[config.mk]
export PLATFORM = sky130hd
export DESIGN_NAME = uart_rx_addr_filter
export DESIGN_NICKNAME = d
export VERILOG_FILES = /design/src/hw/uart_rx_pkg.sv /design/src/hw/rx_bit_sampler.sv /design/src/hw/uart_rx_addr_filter.sv
export SDC_FILE = /design/constraint.sdc
export NUM_CORES = 1
export LEC_CHECK = 0
export BUFFER_PORTS_ARGS = -buffer_cell sky130_fd_sc_hd__buf_2
export CAP_MARGIN = 0
export CORE_MARGIN = 5
export CORE_UTILIZATION = 40
export CTS_BUF_LIST = sky130_fd_sc_hd__clkbuf_8 sky130_fd_sc_hd__clkbuf_16
export DETAILED_ROUTE_END_ITERATION = 6
export GPL_TIMING_DRIVEN = 0
export PLACE_DENSITY = 0.58
export SLEW_MARGIN = 20
export SYNTH_ARGS = -nofsm -noshare
export SYNTH_HDL_FRONTEND = slang
export SYNTH_HIERARCHICAL = 1
export SYNTH_SLANG_ARGS = --single-unit
[constraint.sdc]
create_clock -name ref_clk_i -period 1.7 [get_ports ref_clk_i]
set_input_delay 0.34 -clock ref_clk_i [delete_from_list [all_inputs] [get_ports ref_clk_i]]
set_output_delay 0.34 -clock ref_clk_i [all_outputs]
set_load 0.02 [all_outputs]
[src/hw/uart_rx_pkg.sv]
// constants, types and register map for the serial receiver with address filter
package uart_rx_pkg;

  // ************************************************************
  // register offsets on the plain register port
  // ************************************************************
  localparam logic [2:0] OFS_CTRL  = 3'h0;
  localparam logic [2:0] OFS_DATA  = 3'h1;
  localparam logic [2:0] OFS_PWR   = 3'h2;
  localparam logic [2:0] OFS_SLAVE_ADDR_REG = 3'h3;
  localparam logic [2:0] OFS_SMASK = 3'h4;

  // ************************************************************
  // field positions
  // ************************************************************
  localparam int unsigned CTRL_B7  = 7;
  localparam int unsigned CTRL_MLO = 6;
  localparam int unsigned CTRL_MPE = 5;
  localparam int unsigned CTRL_REN = 4;
  localparam int unsigned CTRL_RB8 = 2;
  localparam int unsigned CTRL_RI  = 0;
  localparam int unsigned PWR_SEL  = 6;

  // ************************************************************
  // values after reset
  // ************************************************************
  localparam logic [7:0] CTRL_RST  = 8'h00;
  localparam logic [7:0] PWR_RST   = 8'h00;
  localparam logic [7:0] SLAVE_ADDR_REG_RST = 8'h00;
  localparam logic [7:0] SMASK_RST = 8'h00;
  localparam logic [7:0] DATA_RST  = 8'h00;

  // ************************************************************
  // oversampling and frame counts
  // ************************************************************
  localparam logic [3:0] PHASE_RST = 4'h0;
  localparam logic [3:0] SAMPLE_A  = 4'h7;
  localparam logic [3:0] SAMPLE_B  = 4'h8;
  localparam logic [3:0] SAMPLE_C  = 4'h9;
  localparam logic [3:0] NBITS_8   = 4'h8;
  localparam logic [3:0] NBITS_9   = 4'h9;

  // ************************************************************
  // modes, states and carriers
  // ************************************************************
  localparam logic [1:0] MODE_SHIFT = 2'b00;
  localparam logic [1:0] MODE_8VAR  = 2'b01;
  localparam logic [1:0] MODE_9FIX  = 2'b10;
  localparam logic [1:0] MODE_9VAR  = 2'b11;

  typedef enum logic [3:0] {
    RX_IDLE  = 4'b0001,
    RX_START = 4'b0010,
    RX_DATA  = 4'b0100,
    RX_STOP  = 4'b1000
  } rx_state_e;

  typedef struct packed {
    logic valid;
    logic value;
  } bit_s;

endpackage

[src/hw/rx_bit_sampler.sv]
// oversampling phase counter and 2-of-3 bit voter
`timescale 1ns/1ps
module rx_bit_sampler (
  // clock and reset
  input  wire logic             ref_clk_i,
  input  wire logic             rst_n_i,
  // oversampling tick and line
  input  wire logic             tick_i,
  input  wire logic             align_i,
  input  wire logic             line_i,
  // voted bit and phase
  output uart_rx_pkg::bit_s     bit_o,
  output logic [3:0]            phase_o
);

  logic [3:0] phase_reg;
  logic       samp_a_reg;
  logic       samp_b_reg;
  uart_rx_pkg::bit_s bit_reg;

  function automatic logic vote(input logic a, input logic b, input logic c);
    vote = (a & b) | (a & c) | (b & c);
  endfunction

  // ************************************************************
  // divide-by-16 phase
  // ************************************************************
  // align on start
  always_ff @(posedge ref_clk_i) begin
    if (!rst_n_i) begin
      phase_reg <= uart_rx_pkg::PHASE_RST;
    end else if (align_i) begin
      phase_reg <= uart_rx_pkg::PHASE_RST;
    end else if (tick_i) begin
      phase_reg <= phase_reg + 4'h1;
    end
  end

  // ************************************************************
  // three samples and vote
  // ************************************************************
  // majority of three
  always_ff @(posedge ref_clk_i) begin
    if (!rst_n_i) begin
      samp_a_reg <= 1'b1;
      samp_b_reg <= 1'b1;
      bit_reg    <= '0;
    end else begin
      bit_reg.valid <= 1'b0;
      if (tick_i && !align_i) begin
        if (phase_reg == uart_rx_pkg::SAMPLE_A) begin
          samp_a_reg <= line_i;
        end
        if (phase_reg == uart_rx_pkg::SAMPLE_B) begin
          samp_b_reg <= line_i;
        end
        if (phase_reg == uart_rx_pkg::SAMPLE_C) begin
          bit_reg.valid <= 1'b1;
          bit_reg.value <= vote(samp_a_reg, samp_b_reg, line_i);
        end
      end
    end
  end

  assign bit_o   = bit_reg;
  assign phase_o = phase_reg;
endmodule

[src/hw/uart_rx_addr_filter.sv]
// serial receiver with framing check, multiprocessor filter and address match
//
// Our own choices: the plain strobed port and the address map.
`timescale 1ns/1ps
module uart_rx_addr_filter (
  // clock and reset
  input  wire logic       ref_clk_i,
  input  wire logic       rst_n_i,
  // register port
  input  wire logic [2:0] reg_addr_i,
  input  wire logic [7:0] reg_wdata_i,
  input  wire logic       reg_wr_i,
  input  wire logic       reg_rd_i,
  output logic [7:0]      reg_rdata_o,
  // serial line and 16x tick
  input  wire logic       rxd_i,
  input  wire logic       baud16_tick_i,
  // status
  output logic            receive_done_o,
  output logic            frame_err_o
);

  // ************************************************************
  // declarations
  // ************************************************************
  logic [7:0] ctrl_sw_reg;
  logic [7:0] power_ctrl_reg;
  logic [7:0] slave_addr_reg;
  logic [7:0] slave_addr_mask;
  logic [7:0] serial_data_buffer;
  logic       received_extra_bit;
  logic       receive_done_flag;
  logic       frame_err_flag;
  logic [7:0] rdata_reg;
  logic       rx_meta_reg;
  logic       rx_sync_reg;
  logic       line_prev_reg;
  logic [8:0] shift_reg;
  logic [3:0] bit_cnt_reg;
  uart_rx_pkg::rx_state_e state_reg;
  uart_rx_pkg::rx_state_e state_next;
  uart_rx_pkg::bit_s      voted;
  logic [3:0] phase;
  logic [1:0] mode;
  logic       bit7_function_select;
  logic       multiproc_enable;
  logic       nine_bit;
  logic       rx_enable;
  logic       start_edge;
  logic       final_shift;
  logic       stop_bit;
  logic [7:0] rx_byte;
  logic       addr_hit;
  logic       accept;
  logic       load;
  logic       load_extra;
  logic       wr_ctrl;
  logic [3:0] nbits;

  function automatic logic given_match(input logic [7:0] b, input logic [7:0] a, input logic [7:0] m);
    given_match = ((b ^ a) & m) == 8'h00;
  endfunction

  function automatic logic bcast_match(input logic [7:0] b, input logic [7:0] a, input logic [7:0] m);
    bcast_match = ((a | m) & ~b) == 8'h00;
  endfunction

  // ************************************************************
  // mode decode
  // ************************************************************
  // mode encoding
  assign mode     = {ctrl_sw_reg[uart_rx_pkg::CTRL_B7], ctrl_sw_reg[uart_rx_pkg::CTRL_MLO]};
  assign nine_bit = (mode == uart_rx_pkg::MODE_9FIX) || (mode == uart_rx_pkg::MODE_9VAR);
  assign nbits    = nine_bit ? uart_rx_pkg::NBITS_9 : uart_rx_pkg::NBITS_8;
  assign bit7_function_select = power_ctrl_reg[uart_rx_pkg::PWR_SEL];
  assign multiproc_enable     = ctrl_sw_reg[uart_rx_pkg::CTRL_MPE];
  assign rx_enable = ctrl_sw_reg[uart_rx_pkg::CTRL_REN] && (mode != uart_rx_pkg::MODE_SHIFT);
  assign wr_ctrl   = reg_wr_i && (reg_addr_i == uart_rx_pkg::OFS_CTRL);

  // ************************************************************
  // line synchroniser and edge search
  // ************************************************************
  always_ff @(posedge ref_clk_i) begin
    if (!rst_n_i) begin
      rx_meta_reg <= 1'b1;
      rx_sync_reg <= 1'b1;
    end else begin
      rx_meta_reg <= rxd_i;
      rx_sync_reg <= rx_meta_reg;
    end
  end

  always_ff @(posedge ref_clk_i) begin
    if (!rst_n_i) begin
      line_prev_reg <= 1'b1;
    end else if (baud16_tick_i) begin
      line_prev_reg <= rx_sync_reg;
    end
  end

  assign start_edge = (state_reg == uart_rx_pkg::RX_IDLE) && rx_enable && baud16_tick_i
                      && line_prev_reg && !rx_sync_reg;

  rx_bit_sampler u_sampler (
    .ref_clk_i (ref_clk_i),
    .rst_n_i   (rst_n_i),
    .tick_i    (baud16_tick_i),
    .align_i   (start_edge),
    .line_i    (rx_sync_reg),
    .bit_o     (voted),
    .phase_o   (phase)
  );

  // ************************************************************
  // frame sequencer
  // ************************************************************
  // one path for all async modes
  always_comb begin
    state_next = state_reg;
    case (state_reg)
      uart_rx_pkg::RX_IDLE: begin
        if (start_edge) begin
          state_next = uart_rx_pkg::RX_START;
        end
      end
      uart_rx_pkg::RX_START: begin
        if (voted.valid) begin
          state_next = voted.value ? uart_rx_pkg::RX_IDLE : uart_rx_pkg::RX_DATA;
        end
      end
      uart_rx_pkg::RX_DATA: begin
        if (voted.valid && (bit_cnt_reg == nbits - 4'h1)) begin
          state_next = uart_rx_pkg::RX_STOP;
        end
      end
      uart_rx_pkg::RX_STOP: begin
        if (voted.valid) begin
          state_next = uart_rx_pkg::RX_IDLE;
        end
      end
      default: begin
        state_next = uart_rx_pkg::RX_IDLE;
      end
    endcase
    // dropping the enable mid-frame abandons the frame silently
    if (!rx_enable) begin
      state_next = uart_rx_pkg::RX_IDLE;
    end
  end

  always_ff @(posedge ref_clk_i) begin
    if (!rst_n_i) begin
      state_reg <= uart_rx_pkg::RX_IDLE;
    end else begin
      state_reg <= state_next;
    end
  end

  always_ff @(posedge ref_clk_i) begin
    if (!rst_n_i) begin
      shift_reg   <= 9'h000;
      bit_cnt_reg <= 4'h0;
    end else if (state_reg == uart_rx_pkg::RX_START) begin
      bit_cnt_reg <= 4'h0;
    end else if ((state_reg == uart_rx_pkg::RX_DATA) && voted.valid) begin
      shift_reg   <= {voted.value, shift_reg[8:1]};
      bit_cnt_reg <= bit_cnt_reg + 4'h1;
    end
  end

  // ************************************************************
  // acceptance at the final shift
  // ************************************************************
  // final shift at mid stop bit
  assign final_shift = (state_reg == uart_rx_pkg::RX_STOP) && voted.valid && rx_enable;
  assign stop_bit    = voted.value;
  assign rx_byte     = nine_bit ? shift_reg[7:0] : shift_reg[8:1];
  assign addr_hit = given_match(rx_byte, slave_addr_reg, slave_addr_mask)
                    || bcast_match(rx_byte, slave_addr_reg, slave_addr_mask);

  always_comb begin
    if (receive_done_flag) begin
      accept = 1'b0;
    end else if (!multiproc_enable) begin
      accept = 1'b1;
    end else if (nine_bit) begin
      accept = shift_reg[8] && addr_hit;
    end else begin
      accept = stop_bit;
    end
  end

  assign load = final_shift && accept;
  // extra bit is the stop bit in 8-bit mode, the ninth data bit otherwise
  assign load_extra = nine_bit ? shift_reg[8] : stop_bit;

  // ************************************************************
  // receive results and flags
  // ************************************************************
  always_ff @(posedge ref_clk_i) begin
    if (!rst_n_i) begin
      serial_data_buffer <= uart_rx_pkg::DATA_RST;
    end else if (load) begin
      serial_data_buffer <= rx_byte;
    end
  end

  // hardware load wins over a same-cycle software write
  always_ff @(posedge ref_clk_i) begin
    if (!rst_n_i) begin
      received_extra_bit <= 1'b0;
      receive_done_flag  <= 1'b0;
    end else if (load) begin
      received_extra_bit <= load_extra;
      receive_done_flag  <= 1'b1;
    end else if (wr_ctrl) begin
      received_extra_bit <= reg_wdata_i[uart_rx_pkg::CTRL_RB8];
      receive_done_flag  <= reg_wdata_i[uart_rx_pkg::CTRL_RI];
    end
  end

  always_ff @(posedge ref_clk_i) begin
    if (!rst_n_i) begin
      frame_err_flag <= 1'b0;
    end else if (final_shift && !stop_bit) begin
      frame_err_flag <= 1'b1;
    end else if (wr_ctrl && bit7_function_select) begin
      frame_err_flag <= reg_wdata_i[uart_rx_pkg::CTRL_B7];
    end
  end

  // ************************************************************
  // software registers
  // ************************************************************
  // address and mask clear on reset
  always_ff @(posedge ref_clk_i) begin
    if (!rst_n_i) begin
      ctrl_sw_reg     <= uart_rx_pkg::CTRL_RST;
      power_ctrl_reg  <= uart_rx_pkg::PWR_RST;
      slave_addr_reg  <= uart_rx_pkg::SLAVE_ADDR_REG_RST;
      slave_addr_mask <= uart_rx_pkg::SMASK_RST;
    end else if (reg_wr_i) begin
      case (reg_addr_i)
        uart_rx_pkg::OFS_CTRL: begin
          // bit 7 hides mode bit when selected
          ctrl_sw_reg <= {bit7_function_select ? ctrl_sw_reg[7] : reg_wdata_i[7], reg_wdata_i[6:0]};
        end
        uart_rx_pkg::OFS_PWR: begin
          power_ctrl_reg <= reg_wdata_i;
        end
        uart_rx_pkg::OFS_SLAVE_ADDR_REG: begin
          slave_addr_reg <= reg_wdata_i;
        end
        uart_rx_pkg::OFS_SMASK: begin
          slave_addr_mask <= reg_wdata_i;
        end
        default: begin
        end
      endcase
    end
  end

  // read data stand for one cycle only
  always_ff @(posedge ref_clk_i) begin
    if (!rst_n_i) begin
      rdata_reg <= 8'h00;
    end else if (!reg_rd_i) begin
      rdata_reg <= 8'h00;
    end else begin
      case (reg_addr_i)
        uart_rx_pkg::OFS_CTRL: begin
          rdata_reg <= {bit7_function_select ? frame_err_flag : ctrl_sw_reg[7], ctrl_sw_reg[6:3],
                        received_extra_bit, ctrl_sw_reg[1], receive_done_flag};
        end
        uart_rx_pkg::OFS_DATA:  rdata_reg <= serial_data_buffer;
        uart_rx_pkg::OFS_PWR:   rdata_reg <= power_ctrl_reg;
        uart_rx_pkg::OFS_SLAVE_ADDR_REG: rdata_reg <= slave_addr_reg;
        uart_rx_pkg::OFS_SMASK: rdata_reg <= slave_addr_mask;
        default:                rdata_reg <= 8'h00;
      endcase
    end
  end

  assign reg_rdata_o    = rdata_reg;
  assign receive_done_o = receive_done_flag;
  assign frame_err_o    = frame_err_flag;
endmodule

==> results.json <==
{
  "synth-edff-count": 0,
  "initial_core_util_pct": 40.7,
  "fraction_of_layout_cells_with_a_size_suffix_above_1_pct": 18.2,
  "grt_pass1_vias": 3073,
  "synthToLayoutAreaGrowth_pct": 15.7,
  "timing.critical_path.slowest_cell_delay_ps": 410,
  "cp_top_family": "compound AO/OA/AOI/OAI gates",
  "ys_seq_elements": 77,
  "fmax_ghz": 0.509,
  "dp.final_hpwl_mm": 6.94,
  "worstPathCellList": "buf_12 -> mux2_4 -> xor2_1 -> a22oi_1 -> and4_1 -> o21ai_2 -> buf_6 -> a311oi_4",
  "hold_buf_cts": 0,
  "share_seq_of_total_power_pct": 55.6,
  "worst-endpoint-required_ps": 1960,
  "powerDensity_nw_per_um2": 768,
  "worst_setup_path_start_kind": "flip-flop",
  "synthesis.area_per_instance_um2": 8.65,
  "power.net_switching_w": 0.000895,
  "detail_route.first_pass.iterations": 5,
  "top_level_i_o_count": 27,
  "final.hold.worst_slack_ps": 192,
  "slew_headroom_pct": 60.6,
  "status": "finished, violations left",
  "rsz_0062_raised_after_global_routing": "yes",
  "static-leakage-power_nw": 1.63,
  "syn_nets": 454,
  "switching_share_pct": 26.9,
  "tritoncts": "yes",
  "wirelength_mm": 9.67,
  "worst_skew_pair.late_latency_ps": 360,
  "finalCritPeriodShare_pct": 116,
  "hold_path_class": "in2reg",
  "gr-usage-all-layers_pct": 17.6,
  "cts_htree_levels": 3,
  "number_of_flip_flops_under_the_largest_register_name": 9,
  "grt_start_max_net_pins": 14,
  "max_cap_violations": 0,
  "drt_iter0_drc": 185,
  "wl_per_cell_um": 16.4,
  "final.setup.worst_slack_ps": -265,
  "clock_skew_ps": 15.1,
  "route.vias.total": 3169,
  "timing_worst_slew_pin_value_ps": 591,
  "cp_slowest_cell": "sky130_fd_sc_hd__dfxtp_4",
  "die_area_um2": 11400,
  "cts.sink_count": 77,
  "fin_area_um2": 4340,
  "timing.setup.tns_ps": -2330,
  "share_of_synthesized_area_occupied_by_flip_flops_and_latches_pct": 41.1,
  "clockPowerShare_pct": 37.2,
  "gp_routability_congestion": 0.872,
  "clk_pin_slew_worst_paths_ps": 80,
  "synth-main-ff-cell": "sky130_fd_sc_hd__dfxtp_1",
  "final_number_of_max_transition_violations": 0,
  "synthesis.area_um2": 3750,
  "power.internal_w": 0.00243,
  "floorplan.rows": 35,
  "nNetsFinal": 494,
  "viasPerCell": 5.38,
  "grt_antenna_before_repair": 0,
  "netlist_instances": 433,
  "max_root_sink_buffers": 2,
  "antenna_diode_count": 0,
  "grt_first_pass_wirelength_mm": 15.7,
  "synth_async_sr_flop_share_pct": 0,
  "grt-ovfl-total": 0,
  "path_buf_inv": 2,
  "report.final.setup_viol": 12,
  "synthesis.yosys.warnings": 6,
  "cts_inserted_buffers": 9,
  "critPathArrivalTime_ps": 2220,
  "placement.cell_area_um2": 4040,
  "hold_viol_final": 0,
  "mostFrequentLayoutCells": "83 x sky130_fd_sc_hd__nand2_1, 74 x sky130_fd_sc_hd__dfxtp_1, 31 x sky130_fd_sc_hd__nor2_1, 30 x sky130_fd_sc_hd__mux2i_1, 26 x sky130_fd_sc_hd__buf_2",
  "comb_power_share_pct": 7.2,
  "buffer_ports.inserted": 25,
  "floorplan.core_area_um2": 9200,
  "chipHeight_um": 107,
  "violations": "setup timing",
  "critPathCaptureType": "flip-flop",
  "critical_path_class": "reg2reg",
  "cts_root_buf": "sky130_fd_sc_hd__clkbuf_8",
  "die_x_um": 107,
  "crit_fanout": 6,
  "synth_cell_type_count": 52,
  "period_minus_slack_ps": 1960,
  "detail-route-antenna-nets": 0,
  "layout.cells.most_common": "sky130_fd_sc_hd__nand2_1",
  "worst_ir_drop_vdd_mv": 0.421,
  "post-route-drc-count": 0
}
final cells by class:
class                   instances  area, µm²
fillers                       949       4860
multi-input cells             326       2150
repair buffers                 31        170
clock buffers                   9        124
clock inverters                 7       42.5
well taps                     111        139
inverters                       7       26.3
flip-flops and latches         77       1550
plain buffers                  21        135
power groups by stage:
stage	Clock (W)	Combinational [W]	Sequential, W
global placement	0	0.000230	0.00189
floorplan	0	0.000149	0.00189
CTS	0.00126	0.000234	0.00185
detailed placement	0	0.000232	0.00189
finish	0.00124	0.000239	0.00185
global route	0.00135	0.000262	0.00185
what timing repair did:
item                       CTS  global route
setup buffers                4             2
setup endpoints to repair   31            27
resized for setup           12            19
pin swaps                    6             5
gates cloned                 1             0
metrics by stage:
stage,total power (W),cells,setup slack (ps),util (%)
after floorplan,0.00204,433,-134,-
after global placement,0.00212,569,-469,43.9
after detailed placement,0.00213,569,-452,43.9
after CTS,0.00335,588,-251,46.4
after global routing,0.00347,589,-303,47.1
final,0.00333,589,-265,47.1
final timing paths:
check            startpoint                 end  slack [ps]  depth (start not counted)
min                   rxd_i         rx_meta_reg         190                          2
max reg2reg  ctrl_sw_reg[7]  received_extra_bit        -260                          8
min reg2reg     rx_meta_reg         rx_sync_reg         420                          1
max          ctrl_sw_reg[7]  received_extra_bit        -260                          8
Yosys cell counts (5+ instances only):
library cell / instances / share of area, %
sky130_fd_sc_hd__nor2b_1: 11 / 1.8
sky130_fd_sc_hd__nand2b_1: 7 / 1.2
sky130_fd_sc_hd__and2_1: 9 / 1.5
sky130_fd_sc_hd__a21oi_1: 21 / 2.8
sky130_fd_sc_hd__dfxtp_1: 77 / 41
sky130_fd_sc_hd__inv_1: 7 / 0.70
sky130_fd_sc_hd__mux2_2: 5 / 1.5
sky130_fd_sc_hd__o22ai_1: 13 / 2.2
sky130_fd_sc_hd__a22oi_1: 10 / 2.0
sky130_fd_sc_hd__nand3_1: 16 / 2.1
sky130_fd_sc_hd__clkbuf_1: 15 / 1.5
sky130_fd_sc_hd__a21boi_0: 23 / 4.6
sky130_fd_sc_hd__xor2_1: 12 / 2.8
sky130_fd_sc_hd__a31oi_1: 5 / 0.84
sky130_fd_sc_hd__nand2_1: 83 / 8.3
sky130_fd_sc_hd__mux2i_1: 30 / 8.0
sky130_fd_sc_hd__o21ai_0: 6 / 0.80
sky130_fd_sc_hd__nor2_1: 32 / 3.2
logic make-up (layout without fill, tap and decap cells):
family                   after synthesis  in the layout  synth area share [%]
buffers and inverters                 30             75                  4.41
adder cells (fa/ha/maj)                5              5                  1.60
AO/OA/AOI/OAI                         87             87                  15.6
flip-flops                            77             77                  41.1
multiplexers                          38             38                  10.7
XOR/XNOR                              14             14                  3.27
AND/OR/NAND/NOR                      182            182                  23.2
metal layers:
layer / share of wire, % / GRT usage [%] / up-vias
met5: 0 / 0 / -
met4: 1.7 / 8.04 / 0
met3: 4.1 / 3.07 / 12
met2: 45 / 26.7 / 70
met1: 49 / 24.2 / 1512
li1: - / - / 1575
No activity file was read; power rests on OpenSTA's default activity.
